$ cat src/front_panel_setup_menu_unused.sv
// spare source file of the setup menu: holds no logic or declarations

$ cat src/front_panel_pkg.sv
// constants, types and register map of the front-panel setup menu
package front_panel_pkg;
	// ==========================================================
	// register map (byte addresses) and field positions
	localparam logic [3:0] REG_STATUS       = 4'h0;
	localparam logic [3:0] REG_SETTINGS     = 4'h4;
	localparam logic [3:0] REG_HOLD         = 4'h8;
	localparam int         STAT_SETUP_BIT   = 8;
	localparam int         STAT_SCREEN_LSB  = 12;
	localparam int         STAT_VALUE_LSB   = 16;
	localparam int         SET_SHARED_LSB   = 4;
	localparam int         SET_P2_BIT       = 9;
	localparam int         SET_P3_BIT       = 10;
	localparam int         SET_SLAVE_LSB    = 12;
	// ==========================================================
	// reset values and code ranges
	localparam logic [7:0] ADDRESS_RESET    = 8'h01;
	localparam logic [3:0] RATE_CODE_RESET  = 4'h4;
	localparam logic [3:0] RATE_CODE_MAX    = 4'h9;
	localparam logic [4:0] SHARED_DASH      = 5'h00;
	localparam logic [4:0] SHARED_C2_BASE   = 5'h01;
	localparam logic [4:0] SHARED_C3_BASE   = 5'h0B;
	localparam logic [4:0] SHARED_MAX       = 5'h14;
	localparam logic [4:0] SHARED_RESET     = 5'h05;
	localparam logic [1:0] ITEM_RATE1       = 2'h0;
	localparam logic [1:0] ITEM_SHARED      = 2'h1;
	localparam logic [1:0] ITEM_ERASE       = 2'h2;
	localparam logic [1:0] ITEM_RESET       = 2'h1;
	localparam logic [4:0] MODE_RS232       = 5'h00;
	localparam logic [4:0] MODE_RS485       = 5'h01;
	localparam logic [4:0] MODE_RS232_485   = 5'h02;
	localparam logic [1:0] START_CYCLES     = 2'h3;
	// ==========================================================
	// timing
	localparam int         CLK_KHZ          = 100_000;
	localparam int         MSG_TIME_MS      = 500;
	localparam int         MSG_CYCLES       = MSG_TIME_MS * CLK_KHZ;
	// ==========================================================
	// types
	typedef enum logic [2:0] {
		SCR_RUN, SCR_SELECT, SCR_RATE1, SCR_SHARED, SCR_ERASE, SCR_MODE, SCR_CLEARED
	} screen_type;
	typedef struct packed {
		screen_type screen;
		logic [4:0] value;
	} display_type;
	typedef struct packed {
		logic [3:0] port1_code;
		logic [4:0] shared_sel;
	} nv_settings_type;
	typedef struct packed {
		logic [3:0] port1_code;
		logic       port2_slave;
		logic       port3_slave;
		logic [3:0] slave_code;
	} port_config_type;
	typedef struct packed {
		logic [3:0]  address;
		logic        read;
		logic        write;
		logic [31:0] writedata;
	} avalon_req_type;
endpackage

$ cat src/front_panel_setup_menu.sv
// power-up setup menu: station address, port rates, slave roles and erase
//
// Function
// - address from switches, switch one LSB
// - delivered switch setting gives address one
// - first port defaults 19200, 8N1
// - first two keys held enters setup
// - setup opens on shared-port menu item, index 1
// - up/down step items, OK enters
// - rate codes 0..9 decode, keys step
// - first-port screen shows stored code
// - OK stores, shows mode, returns; reboot applies
// - second/third ports share one screen
// - shared screen opens second port code four
// - chosen code makes port Modbus slave
// - dash makes both ports non-slave
// - third port non-slave, slaves 19200 default
// - erase prompt opens no, keys toggle
// - OK on yes erases, shows complete
//
// Chosen here: the register offsets and the Avalon-MM slave port.
`timescale 1ns/1ps
module front_panel_setup_menu #(
	parameter int MSG_CYCLES = front_panel_pkg::MSG_CYCLES
) (
	input  wire logic                            mclk_i,
	input  wire logic                            reset_n_i,
	input  wire logic [7:0]                      address_switch_i,
	input  wire logic                            key_up_i,
	input  wire logic                            step_down_key_i,
	input  wire logic                            key_ok_i,
	input  wire logic                            nv_valid_i,
	input  wire front_panel_pkg::nv_settings_type nv_data_i,
	input  wire front_panel_pkg::avalon_req_type  avs_req_i,
	output logic [31:0]                          avs_readdata_o,
	output logic                                 avs_waitrequest_o,
	output logic [7:0]                           station_address_o,
	output logic                                 setup_mode_o,
	output front_panel_pkg::display_type         display_o,
	output front_panel_pkg::port_config_type     port_config_o,
	output front_panel_pkg::nv_settings_type     nv_data_o,
	output logic                                 nv_write_o,
	output logic                                 erase_app_o
);
	typedef enum {ST_START, ST_RUN, ST_SELECT, ST_RATE1, ST_SHARED, ST_ERASE, ST_MODE,
		ST_CLEARED} state_type;
	// ==========================================================
	// pin synchronisers
	logic [2:0] key_meta;
	logic [2:0] key_sync;
	logic [2:0] key_prev;
	logic [7:0] sw_meta;
	logic [7:0] sw_sync;
	// two flops per pin; press is a rising edge after the second flop
	always_ff @(posedge mclk_i)
	begin
		if (!reset_n_i)
		begin
			key_meta <= 3'h0;
			key_sync <= 3'h0;
			key_prev <= 3'h0;
			sw_meta  <= front_panel_pkg::ADDRESS_RESET;
			sw_sync  <= front_panel_pkg::ADDRESS_RESET;
		end
		else
		begin
			key_meta <= {key_ok_i, step_down_key_i, key_up_i};
			key_sync <= key_meta;
			key_prev <= key_sync;
			sw_meta  <= address_switch_i;
			sw_sync  <= sw_meta;
		end
	end
	wire [2:0] press   = key_sync & ~key_prev;
	wire       up_p    = press[0];
	wire       down_p  = press[1];
	wire       ok_p    = press[2];
	// switch one is bit 0, switch eight bit 7, plain binary
	assign station_address_o = sw_sync;
	// ==========================================================
	// menu state
	state_type                         state;
	state_type                         next_state;
	logic [1:0]                        item;
	logic [1:0]                        next_item;
	logic [3:0]                        code_edit;
	logic [3:0]                        next_code;
	logic [4:0]                        shared_edit;
	logic [4:0]                        next_shared;
	logic                              erase_yes;
	logic                              next_yes;
	logic                              save;
	logic                              erase;
	logic [1:0]                        start_cnt;
	logic [31:0]                       hold_cnt;
	logic [31:0]                       hold_cycles;
	front_panel_pkg::nv_settings_type  stored;
	wire start_done = (start_cnt == front_panel_pkg::START_CYCLES);
	wire both_held  = key_sync[0] & key_sync[1];
	// menu transitions; keys act as one-cycle presses
	always_comb
	begin
		next_state  = state;
		next_item   = item;
		next_code   = code_edit;
		next_shared = shared_edit;
		next_yes    = erase_yes;
		save        = 1'b0;
		erase       = 1'b0;
		case (state)
			ST_START:
			begin
				if (start_done)
				begin
					next_state = both_held ? ST_SELECT : ST_RUN;
					next_item  = front_panel_pkg::ITEM_RESET;
				end
			end
			ST_SELECT:
			begin
				if (up_p)
					next_item = (item == front_panel_pkg::ITEM_RATE1) ?
						front_panel_pkg::ITEM_ERASE : item - 2'h1;
				else if (down_p)
					next_item = (item == front_panel_pkg::ITEM_ERASE) ?
						front_panel_pkg::ITEM_RATE1 : item + 2'h1;
				else if (ok_p)
				begin
					case (item)
						front_panel_pkg::ITEM_RATE1:
						begin
							next_state = ST_RATE1;
							next_code  = stored.port1_code;
						end
						front_panel_pkg::ITEM_SHARED:
						begin
							next_state  = ST_SHARED;
							next_shared = front_panel_pkg::SHARED_RESET;
						end
						default:
						begin
							next_state = ST_ERASE;
							next_yes   = 1'b0;
						end
					endcase
				end
			end
			ST_RATE1:
			begin
				if (up_p)
					next_code = (code_edit == front_panel_pkg::RATE_CODE_MAX) ?
						4'h0 : code_edit + 4'h1;
				else if (down_p)
					next_code = (code_edit == 4'h0) ?
						front_panel_pkg::RATE_CODE_MAX : code_edit - 4'h1;
				else if (ok_p)
				begin
					save       = 1'b1;
					next_state = ST_MODE;
				end
			end
			ST_SHARED:
			begin
				// down walks second-port codes, then third-port codes, then dash
				if (down_p)
					next_shared = (shared_edit == front_panel_pkg::SHARED_MAX) ?
						front_panel_pkg::SHARED_DASH : shared_edit + 5'h01;
				else if (up_p)
					next_shared = (shared_edit == front_panel_pkg::SHARED_DASH) ?
						front_panel_pkg::SHARED_MAX : shared_edit - 5'h01;
				else if (ok_p)
				begin
					save       = 1'b1;
					next_state = ST_MODE;
				end
			end
			ST_ERASE:
			begin
				if (up_p | down_p)
					next_yes = ~erase_yes;
				else if (ok_p)
				begin
					erase      = erase_yes;
					next_state = erase_yes ? ST_CLEARED : ST_SELECT;
				end
			end
			ST_MODE:
				if (hold_cnt == 32'h0)
					next_state = ST_SELECT;
			default:
				next_state = state; // run and cleared wait for reboot
		endcase
	end
	// ==========================================================
	// decode of a stored setting into the port configuration
	function automatic front_panel_pkg::port_config_type decode_config(
		input front_panel_pkg::nv_settings_type s
	);
		front_panel_pkg::port_config_type c;
		c.port1_code  = s.port1_code;
		c.port2_slave = (s.shared_sel >= front_panel_pkg::SHARED_C2_BASE) &&
			(s.shared_sel < front_panel_pkg::SHARED_C3_BASE);
		c.port3_slave = (s.shared_sel >= front_panel_pkg::SHARED_C3_BASE);
		if (s.shared_sel >= front_panel_pkg::SHARED_C3_BASE)
			c.slave_code = 4'(s.shared_sel - front_panel_pkg::SHARED_C3_BASE);
		else if (s.shared_sel >= front_panel_pkg::SHARED_C2_BASE)
			c.slave_code = 4'(s.shared_sel - front_panel_pkg::SHARED_C2_BASE);
		else
			c.slave_code = front_panel_pkg::RATE_CODE_RESET;
		return c;
	endfunction
	wire front_panel_pkg::nv_settings_type boot_set =
		nv_valid_i ? nv_data_i :
		{front_panel_pkg::RATE_CODE_RESET, front_panel_pkg::SHARED_RESET};
	// menu registers
	always_ff @(posedge mclk_i)
	begin
		if (!reset_n_i)
		begin
			state       <= ST_START;
			item        <= front_panel_pkg::ITEM_RESET;
			code_edit   <= front_panel_pkg::RATE_CODE_RESET;
			shared_edit <= front_panel_pkg::SHARED_RESET;
			erase_yes   <= 1'b0;
			start_cnt   <= 2'h0;
			hold_cnt    <= 32'h0;
		end
		else
		begin
			state       <= next_state;
			item        <= next_item;
			code_edit   <= next_code;
			shared_edit <= next_shared;
			erase_yes   <= next_yes;
			if (!start_done)
				start_cnt <= start_cnt + 2'h1;
			if (save)
				hold_cnt <= hold_cycles;
			else if (hold_cnt != 32'h0)
				hold_cnt <= hold_cnt - 32'h1;
		end
	end
	// stored settings and boot-time configuration
	always_ff @(posedge mclk_i)
	begin
		if (!reset_n_i)
		begin
			stored        <= {front_panel_pkg::RATE_CODE_RESET,
				front_panel_pkg::SHARED_RESET};
			port_config_o <= decode_config({front_panel_pkg::RATE_CODE_RESET,
				front_panel_pkg::SHARED_RESET});
			nv_write_o    <= 1'b0;
			erase_app_o   <= 1'b0;
			setup_mode_o  <= 1'b0;
		end
		else
		begin
			nv_write_o  <= save;
			erase_app_o <= erase;
			if (state == ST_START && start_done)
			begin
				stored        <= boot_set;
				port_config_o <= decode_config(boot_set);
				setup_mode_o  <= both_held;
			end
			else if (save && state == ST_RATE1)
				stored.port1_code <= code_edit;
			else if (save)
				stored.shared_sel <= shared_edit;
		end
	end
	assign nv_data_o = stored;
	// ==========================================================
	// display
	// the entry being saved picks the mode from the first mode cycle on
	wire [4:0] mode_sel   = (state == ST_SHARED) ? shared_edit : stored.shared_sel;
	wire [4:0] mode_value = (item == front_panel_pkg::ITEM_RATE1) ? front_panel_pkg::MODE_RS232 :
		(mode_sel >= front_panel_pkg::SHARED_C3_BASE) ?
		front_panel_pkg::MODE_RS232_485 : front_panel_pkg::MODE_RS485;
	// screen and its value, both from flops
	always_ff @(posedge mclk_i)
	begin
		if (!reset_n_i)
			display_o <= {front_panel_pkg::SCR_RUN, 5'h00};
		else
		begin
			case (next_state)
				ST_SELECT:  display_o <= {front_panel_pkg::SCR_SELECT, 3'h0, next_item};
				ST_RATE1:   display_o <= {front_panel_pkg::SCR_RATE1, 1'b0, next_code};
				ST_SHARED:  display_o <= {front_panel_pkg::SCR_SHARED, next_shared};
				ST_ERASE:   display_o <= {front_panel_pkg::SCR_ERASE, 4'h0, next_yes};
				ST_MODE:    display_o <= {front_panel_pkg::SCR_MODE, mode_value};
				ST_CLEARED: display_o <= {front_panel_pkg::SCR_CLEARED, 5'h00};
				default:    display_o <= {front_panel_pkg::SCR_RUN, 5'h00};
			endcase
		end
	end
	// ==========================================================
	// avalon-mm slave, one wait state per access
	logic ack;
	wire  access  = avs_req_i.read | avs_req_i.write;
	wire  hit_st  = (avs_req_i.address == front_panel_pkg::REG_STATUS);
	wire  hit_set = (avs_req_i.address == front_panel_pkg::REG_SETTINGS);
	wire  hit_hld = (avs_req_i.address == front_panel_pkg::REG_HOLD);
	wire [31:0] status_word = (32'(station_address_o)) |
		(32'(setup_mode_o) << front_panel_pkg::STAT_SETUP_BIT) |
		(32'(display_o.screen) << front_panel_pkg::STAT_SCREEN_LSB) |
		(32'(display_o.value) << front_panel_pkg::STAT_VALUE_LSB);
	wire [31:0] settings_word = (32'(stored.port1_code)) |
		(32'(stored.shared_sel) << front_panel_pkg::SET_SHARED_LSB) |
		(32'(port_config_o.port2_slave) << front_panel_pkg::SET_P2_BIT) |
		(32'(port_config_o.port3_slave) << front_panel_pkg::SET_P3_BIT) |
		(32'(port_config_o.slave_code) << front_panel_pkg::SET_SLAVE_LSB);
	wire [31:0] read_word = hit_st ? status_word : hit_set ? settings_word :
		hit_hld ? hold_cycles : 32'h0;
	assign avs_waitrequest_o = access & ~ack;
	// read data loads before the answer cycle; writes land on it
	always_ff @(posedge mclk_i)
	begin
		if (!reset_n_i)
		begin
			ack            <= 1'b0;
			avs_readdata_o <= 32'h0;
			hold_cycles    <= 32'(MSG_CYCLES);
		end
		else
		begin
			ack <= access & ~ack;
			if (avs_req_i.read & ~ack)
				avs_readdata_o <= read_word;
			if (avs_req_i.write & ack & hit_hld)
				hold_cycles <= avs_req_i.writedata;
		end
	end
endmodule

$ cat config.mk
export PLATFORM = sky130hd
export DESIGN_NAME = front_panel_setup_menu
export DESIGN_NICKNAME = d
export VERILOG_FILES = /design/src/front_panel_setup_menu_unused.sv /design/src/front_panel_pkg.sv /design/src/front_panel_setup_menu.sv
export SDC_FILE = /design/constraint.sdc
export NUM_CORES = 1
export LEC_CHECK = 0
export BUFFER_PORTS_ARGS = -buffer_cell sky130_fd_sc_hd__buf_2
export CORE_AREA = 2 2 143 145
export CTS_CLUSTER_DIAMETER = 40
export DETAILED_ROUTE_END_ITERATION = 7
export DIE_AREA = 0 0 145 147
export GPL_TIMING_DRIVEN = 0
export PLACE_DENSITY = 0.71
export SLEW_MARGIN = 0
export SYNTH_ARGS = -nofsm -noshare
export SYNTH_HDL_FRONTEND = slang
export SYNTH_SLANG_ARGS = --single-unit
$ cat constraint.sdc
create_clock -name mclk_i -period 3 [get_ports mclk_i]
set_clock_uncertainty 0.05 [all_clocks]
set_input_delay 0 -clock mclk_i [delete_from_list [all_inputs] [get_ports mclk_i]]
set_output_delay 0 -clock mclk_i [all_outputs]
set_load 0.01 [all_outputs]
; Word level (Yosys, flattened, before mapping)
; Index checks and enable logic that the tools add are counted.
[op_classes]
addsub = 10
magnitude_cmp = 4
eq_ne = 21
n_mux = 68
bitwise = 21
reduce_logical = 17
[ops]
columns = cell, count
row1 = 32-bit two-way mux, 17
row2 = "32-bit by 3-bit equality test with 1-bit output, second input constant", 8
row3 = 32-bit case mux with 6 select lines, 1
row4 = "32-bit by 2-bit equality test with 1-bit output, second input constant", 4
row5 = 32-bit logical NOT, 3
row6 = 5-bit two-way mux, 11
row7 = 8-bit case mux with 6 select lines, 1
row8 = 4-bit two-way mux, 11
row9 = "32-bit by 4-bit equality test with 1-bit output, second input constant", 1
row10 = 32-bit nonzero test, 1
row11 = "32-bit by 1-bit subtractor with 32-bit output, second input constant", 1
row12 = 15-bit by 21-bit bitwise OR with 21-bit output, 1
row13 = 9-bit two-way mux, 2
row14 = 2-bit two-way mux, 8
row15 = 11-bit by 16-bit bitwise OR with 16-bit output, 1
row16 = 9-bit by 15-bit bitwise OR with 15-bit output, 1
row17 = 10-bit by 11-bit bitwise OR with 11-bit output, 1
row18 = "5-bit by 4-bit greater-or-equal comparator with 1-bit output, second input constant", 2
row19 = 1-bit two-way mux, 10
row20 = 9-bit by 10-bit bitwise OR with 10-bit output, 1
row21 = 5-bit case mux with 2 select lines, 1
row22 = 4-bit by 9-bit bitwise OR with 9-bit output, 1
row23 = 8-bit by 9-bit bitwise OR with 9-bit output, 1
row24 = "4-bit equality test, second input constant", 2
row25 = 32 further kinds, 50
[word_totals]
reg_bits = 198
inputBits = 61
output_inout_bits = 71
elab_cells = 167

; Depth between registers and ports, before layout
; Gate-level depths: netlist of run 1.
[logic_depth]
ltp_word = 9
depth_mapped = 11

; Least setup slack after synthesis of run 1
; No wires, ideal clock.
[synth_path]
path_kind = register -> register
from = register hold_cnt[14]
to = register display_o[0] (netlist name)
arrival_ns = 2.492
required_time_ns = 2.830
path_slack_ns = 0.338
stages_incl_launch_ff = 9
n_path_buf = 0
synth_period_minus_slack_ns = 2.662
cell_sequence = dfxtp_1 or4_4 or3_4 nor4_4 nand2_4 a31oi_4 nor2_2 a22o_1 a211o_1
[synth_via]
elab_chain_cells = 5
word_cells_on_any_way = 10
[synth_rtl]
columns = element, line_no
row1 = from (decl), front_panel_setup_menu.sv:95  ; logic [31:0] hold_cnt;
row2 = from (signal assigned), front_panel_setup_menu.sv:238  ; hold_cnt <= hold_cycles;
row3 = from (signal assigned), front_panel_setup_menu.sv:240  ; hold_cnt <= hold_cnt - 32'h1;
row4 = 32-bit logical NOT *, front_panel_setup_menu.sv:188  ; if (hold_cnt == 32'h0)
row5 = 32-bit two-way mux *, front_panel_setup_menu.sv:188
row6 = 32-bit case mux with 6 select lines *, front_panel_setup_menu.sv:110  ; case (state)
row7 = 32-bit by 3-bit equality test with 1-bit output or 32-bit by 2-bit equality test with 1-bit output (tied branches), front_panel_setup_menu.sv:287  ; case (next_state)
row8 = 8-bit case mux with 6 select lines *, front_panel_setup_menu.sv:287
row9 = to (signal assigned), front_panel_setup_menu.sv:288  ; ST_SELECT: display_o <= {front_panel_pkg::SCR_SELECT, 3'h0, next_item};
row10 = to (signal assigned), front_panel_setup_menu.sv:289  ; ST_RATE1: display_o <= {front_panel_pkg::SCR_RATE1, 1'b0, next_code};
row11 = to (signal assigned), front_panel_setup_menu.sv:290  ; ST_SHARED: display_o <= {front_panel_pkg::SCR_SHARED, next_shared};
row12 = to (decl), front_panel_setup_menu.sv:39  ; output front_panel_pkg::display_type display_o,
; Mark *: on every way between the ends. The rest lies on a longest branch, timed or not.
; A chain may end at the register's enable or synchronous reset.

; Worst setup path in the final report of run 1
[layout_path]
from = register hold_cnt[23]
to = register display_o[0] (netlist name)
; The elaborated chain is that of the path after synthesis.

==> flow_summary.toml, run 1 <==
[worst_hold_path]
whs_path_depth = 5
hp-class = "primary input to register"

[detailed_routing]
route.vias.total = 8563
wl_per_cell_um = 17.7
drtAntennaViolNets = 0
drc = 0
drtIter0Drc = 657
routed_wl_mm = 27.5
via_per_inst = 5.51
drt_first_pass_iters = 5

[critical_path]
worst_setup_path_start_kind = "register"
worstSetupPathType = "register to register"
crit_chain = "or4_4, or4_4, nor4_4, buf_6, nand2_4, a31oi_4, nor2_4, a22o_1, a211o_1"
critical_path_required_ns = 3.28
crit_slowest_cell = "or4_4"
crit_path_frequent_cell = "or4_4"
crit_fanout = 8
worst-path-buf-inv = 1
max_stage_delay_ns = 0.54
crit_cells = 9
worstSetupEndpointType = "register"
critPathTopFamily = "simple AND/OR/NAND/NOR gates"
rr_worst_depth = 9
arrival_ns = 3.24

[placed_design]
dpl.hpwl_mm = 20.0
place.port_buffers = 131
globalplace.congestion = 0.877
placed_area_sq_um = 9740

[global_route]
grt_pass1_vias = 8077
grt_use_total_pct = 25.4
grt_max_degree = 19
grt_antenna_before_repair = 0
grt_overflow = 0
grt_pass1_wl_mm = 43.0

[sta]
min_period_ns = 2.96
finalSetupViolations = 0
whs_ns = 0.00545
rsz0062_at_grt = "yes"
maxSlewHeadroom_pct = 31.2
slew_viol_final = 0
period_share_pct = 98.8
fmax_mhz = 337
worstMarginPinSlew_ns = 1.02
finalHoldViolCount = 0

[cts]
cts-root-buf = "clkbuf_16"
path_clk_slew_ns = 0.07
cts_tree = "done"
clk_latency_ns = 0.44
clock-sinks = 198
clock_path_buffers = 2
cts_inserted_buffers = 17
cts_max_level = 4

[die]
die_w_um = 145
die_area_sq_um = 21300
start_util_pct = 44.1
rows = 52
core_sq_um = 19800
dieHeight_um = 147
ioPinCount = 132

[power]
power.density_nw_per_um2 = 689
leakagePower_nw = 4.49
ir_drop_uv = 455

[cells_and_area]
antenna_cells = 0
drive_above_1_share_pct = 16.5
fin_area_sq_um = 11000
areaGrowthSynthToFinish_pct = 25.4
nets = 1348

[synthesis]
synth_ff_type = "dfxtp_1"
async_flop_share_pct = 0
syn_area_per_cell_sq_um = 8.25
syn_nets = 1138
synth.yosys.seq_area_share_pct = 45.3
synth.distinct_cells = 68
syn_inst = 1061
synth.area.top_cells = "dfxtp_1, nand2_1, nor2_1"
synth_warnings = 0
synth_top_area_cell = "dfxtp_1"
syn-cell-area_sq_um = 8750
ys_ff_latch = 198
synth_top_area_share_pct = 45.3
synth_edf_count = 0

[run]
cap_violations = 0

[outcome]
status = "finished, final reports clean"
-- state kept, by name, summed over array words and instances (netlist names), 2 cells and up --
signal / count
station_address_o: 8
start_cnt: 2
nv_data_o: 9
key_sync: 3
display_o: 8
code_edit: 4
state: 32
hold_cnt: 32
shared_edit: 5
sw_meta: 8
avs_readdata_o: 32
hold_cycles: 32
key_prev: 3
item: 2
key_meta: 3
port_config_o: 10
-- cells by family (layout without fill, tap and decap cells) --
group                      after synthesis  in the layout  share of synthesized area (%)
AOI/OAI and AO/OA                      231            231                           17.2
muxes                                    3              3                          0.358
and+or+nand+nor                        504            504                           28.7
xor gates and xnor gates                25             25                           2.50
DFF                                    198            198                           45.3
buffers and inverters                   84            306                           3.62
adders and majority gates               16             16                           2.29
-- metal layers --
layer	wire length [um]	up-vias	GRT usage [%]	part of all wire (%)
li1	-	4155	-	-
met1	11900	4049	33.4	43
met2	13000	309	42.0	47
met3	1840	50	4.91	6.7
met4	722	0	9.06	2.6
met5	0	-	0	0
-- worst reg2reg max path: cells and delay by family (launching register included) --
family / cells / cell delay [ns]
compound gates: 3 / 0.83
simple gates: 5 / 1.49
flops: 1 / 0.33
buf+inv: 1 / 0.16
-- placed cells by master, fill, tap and decap left out, drive strengths merged, types with 3 or more instances in the layout --
| cell | count |
|---|---|
| a211o | 3 |
| clkinvlp | 3 |
| nor4 | 20 |
| xor2 | 14 |
| clkinv | 4 |
| dfxtp | 198 |
| or3 | 11 |
| ha | 16 |
| inv | 24 |
| buf | 140 |
| xnor2 | 11 |
| a311oi | 5 |
| a221oi | 6 |
| nand2 | 130 |
| dlygate4sd3 | 54 |
| and2 | 61 |
| o22ai | 3 |
| a21o | 3 |
| or4 | 8 |
| and3 | 7 |
| nor2 | 113 |
| a22oi | 36 |
| o21ai | 33 |
| a21oi | 82 |
| nand4 | 6 |
| nor3b | 4 |
| a211oi | 19 |
| clkbuf | 81 |
| o31ai | 3 |
| nand2b | 31 |
| nor3 | 43 |
| or2 | 3 |
| o211ai | 6 |
| a31oi | 10 |
| nand3 | 49 |
| nor2b | 11 |
-- final timing paths --
check	from	to	slack, ns
setup / recovery	hold_cnt[23]	display_o[0]	0.04
hold / removal	nv_data_i[2]	port_config_o[3]	0.005
setup reg to reg	hold_cnt[23]	display_o[0]	0.04
hold reg to reg	sw_meta[0]	station_address_o[0]	0.37
-- synth_stat cells (3+ instances only) --
cell / instances
a311oi_1: 5
nand2b_1: 31
inv_1: 17
o211ai_1: 6
clkbuf_1: 64
a211o_1: 3
nor2_1: 111
o21ai_0: 33
and3_1: 7
nor3b_1: 4
or3_2: 3
a221oi_1: 6
a31oi_1: 9
o22ai_1: 3
dfxtp_1: 198
nand4_1: 6
xnor2_1: 11
nand3_1: 49
o31ai_1: 3
and2_1: 59
a21oi_1: 82
nor2b_1: 11
nor4_1: 19
a211oi_1: 19
nor3_1: 43
ha_1: 16
nand2_1: 129
a21o_1: 3
or3_1: 7
a22oi_1: 36
or2_2: 3
xor2_1: 14
or4_1: 4
or4_4: 3
-- power by group --
group / total [mW] / switching [mW] / leakage, nW / internal, mW
Clock: 2.16 / 1.07 / 0.260 / 1.09
Combinational: 2.30 / 1.20 / 2.62 / 1.09
Sequential: 3.11 / 0.240 / 1.61 / 2.87
Total: 7.56 / 2.52 / 4.49 / 5.04
-- through the flow --
stage	worst slack, ns	std cells	util (%)	power [mW]	setup TNS [ns]
2_1_floorplan	0.338	1061	-	4.60	0
3_3_place_gp	-0.0626	1462	49.1	5.02	-0.279
3_5_place_dp	-0.0850	1462	49.1	5.07	-0.161
4_1_cts	0.0178	1546	54.6	7.29	0
5_1_grt	-0.0347	1553	55.3	7.92	-0.0640
6_report	0.0369	1553	55.3	7.56	0
-- area by class of cell --
cell class	count	area, sq um
Buffer	65	249
Clock buffer	18	429
Inverter	18	67.6
Timing Repair Buffer	192	1250
Multi-Input combinational cell	779	4550
Tap cell	270	338
Clock inverter	13	119
Fill cell	1800	8870
Sequential cell	198	3970
-- what timing repair did --
| item | in CTS | in global routing |
|---|---|---|
| pin swaps | 0 | 6 |
| resized for setup | 3 | 24 |
| setup endpoints to repair | 12 | 24 |
| setup buffers | 0 | 7 |
| hold buffers | 54 | 0 |
| gates cloned | 0 | 0 |
| endpoints found under the hold margin | 63 | 0 |
No activity file was read; power rests on OpenSTA's default activity.
==> inputs of run 2 (changes only) <==
--- a/config.mk
+++ b/config.mk
@@ -11,7 +11,7 @@
 export DETAILED_ROUTE_END_ITERATION = 7
 export DIE_AREA = 0 0 145 147
 export GPL_TIMING_DRIVEN = 0
-export PLACE_DENSITY = 0.71
+export PLACE_DENSITY_LB_ADDON = 0.12
 export SLEW_MARGIN = 0
 export SYNTH_ARGS = -nofsm -noshare
 export SYNTH_HDL_FRONTEND = slang
==> run 2 against run 1 <==
Wire length is 1.2% higher. Via count down 1.2%. Sequential power barely moved. Clock power increased by 11%. Combinational power shrank 6%. Register-to-register slack about the same. Cell area grew 0.42%. Critical path depth unchanged. Die area is the same. Global-route usage increased by 0.35 points. Worst hold slack better by 0.014 ns. Largest cell class unchanged. Highest routed layer unchanged.
==> flow_summary.toml, run 2 (synthesis results as in run 1) <==
[outcome]
status = "finished, final reports clean"

[global_route]
grt_use_total_pct = 25.8
grt_max_degree = 22
grt_antenna_before_repair = 0
grt_overflow = 0
grt_pass1_wl_mm = 43.1
grt_pass1_vias = 7968

[power]
pwr-share-seq_pct = 40.4
p_comb_share_pct = 28.2
p_clk_share_pct = 31.3
switching_power_mw = 2.58
switching_share_pct = 33.7
ir_drop_uv = 403
p_int_mw = 5.07
power.density_nw_per_um2 = 694
leakagePower_nw = 4.51

[cts]
clock_path_buffers = 2
cts_inserted_buffers = 17
clk_latency_ns = 0.46
path_clk_slew_ns = 0.08
clock-sinks = 198
cts-root-buf = "clkbuf_16"
cts_tree = "done"
cts_max_level = 4

[die]
ioPinCount = 132
rows = 52
core_sq_um = 19800
die_area_sq_um = 21300
die_w_um = 145
start_util_pct = 44.1
dieHeight_um = 147

[critical_path]
r2r_start = "hold_cnt[20]"
crit_fanout = 7
rr_worst_depth = 9
critical_path_required_ns = 3.29
critPathCapture = "display_o[0]"
worstSetupPathType = "register to register"
worst_setup_path_start_kind = "register"
startpoint = "hold_cnt[20]"
arrival_ns = 3.26
r2r_end = "display_o[0]"
r2r_slack_ns = 0.03
worstSetupEndpointType = "register"

[cells_and_area]
drive_above_1_share_pct = 16.1
final_core_util_pct = 55.5
final_cell_mix = "dfxtp_1, buf_2, nand2_1"
nets = 1345
fin_cells = 1551
areaGrowthSynthToFinish_pct = 26.0
fin_area_sq_um = 11000
layout_commonest_cell = "dfxtp_1"
antenna_cells = 0

[detailed_routing]
via_per_inst = 5.45
drtIter0Drc = 653
wl_per_cell_um = 17.9
drt_first_pass_iters = 5
routed_wl_mm = 27.8
route.vias.total = 8457
drtAntennaViolNets = 0
drc = 0

[placed_design]
globalplace.congestion = 0.881
placed_area_sq_um = 9740
dp_slack_ns = -0.00389
dp_cells = 1462
place.port_buffers = 131
dpl.hpwl_mm = 20.3

[sta]
rsz0062_at_grt = "yes"
maxSlewHeadroom_pct = 20.0
min_period_ns = 2.97
fmax_mhz = 337
worstMarginPinSlew_ns = 1.18
slew_viol_final = 0
period_share_pct = 98.9
tns_ns = 0
finalHoldViolCount = 0
worst_slack_ns = 0.0337
finalSetupViolations = 0

[worst_hold_path]
whs_path_depth = 5
hp-class = "primary input to register"

[run]
cap_violations = 0
==> run 2: final cells by class <==
| cell class | instances | area [sq um] |
|---|---|---|
| Buffer | 63 | 239 |
| Clock buffer | 17 | 425 |
| Clock inverter | 15 | 201 |
| Fill cell | 1877 | 8820 |
| Inverter | 18 | 67.6 |
| Multi-Input combinational cell | 779 | 4540 |
| Sequential cell | 198 | 3970 |
| Tap cell | 270 | 338 |
| Timing Repair Buffer | 191 | 1250 |
==> run 2: how the worst min path moves through the flow <==
stage	from	to	slack, ns
floorplan	address_switch_i[0]	sw_meta[0]	0.05
global placement	address_switch_i[0]	sw_meta[0]	0.14
detailed placement	address_switch_i[0]	sw_meta[0]	0.14
CTS	nv_data_i[2]	port_config_o[3]	0.01
global route	nv_data_i[2]	port_config_o[3]	0.07
finish	nv_data_i[2]	port_config_o[3]	0.02
==> run 2: what timing repair did <==
item                                    CTS  global route
endpoints found under the hold margin    64             0
endpoints found under the setup margin    3            31
resized for setup                         1            18
hold buffers                             56             0
buffers inserted                          0             4
pin swaps                                 0             2
==> run 2: metrics by stage <==
stage               hold slack, ns  power [mW]
floorplan                   0.0515        4.60
global placement             0.142        5.05
detailed placement           0.145        5.07
CTS                         0.0113        7.52
global route                0.0731        8.05
finish                      0.0194        7.65
==> run 2: layer usage <==
metal	track usage (%)	part of all wire [%]
met1	33.3	45
met2	42.2	47
met3	5.47	4.9
met5	0	0
met4	10.6	3.3
==> run 2: critical path, cell delays in order (launching register included) <==
cell and delay, ns:
dfxtp_2 0.35, or4_4 0.56, or4_4 0.47, nor4_4 0.27, buf_4 0.20, nand2_4 0.07, a31oi_4 0.27, nor2_4 0.10
a22o_1 0.22, a211o_1 0.29
==> run 2: power groups by stage <==
stage	registers [mW]	logic (mW)	clock network, mW
global route	3.13	2.37	2.55
CTS	3.08	2.00	2.44
finish	3.09	2.16	2.40
global placement	3.14	1.91	0
detailed placement	3.14	1.93	0
floorplan	3.10	1.50	0
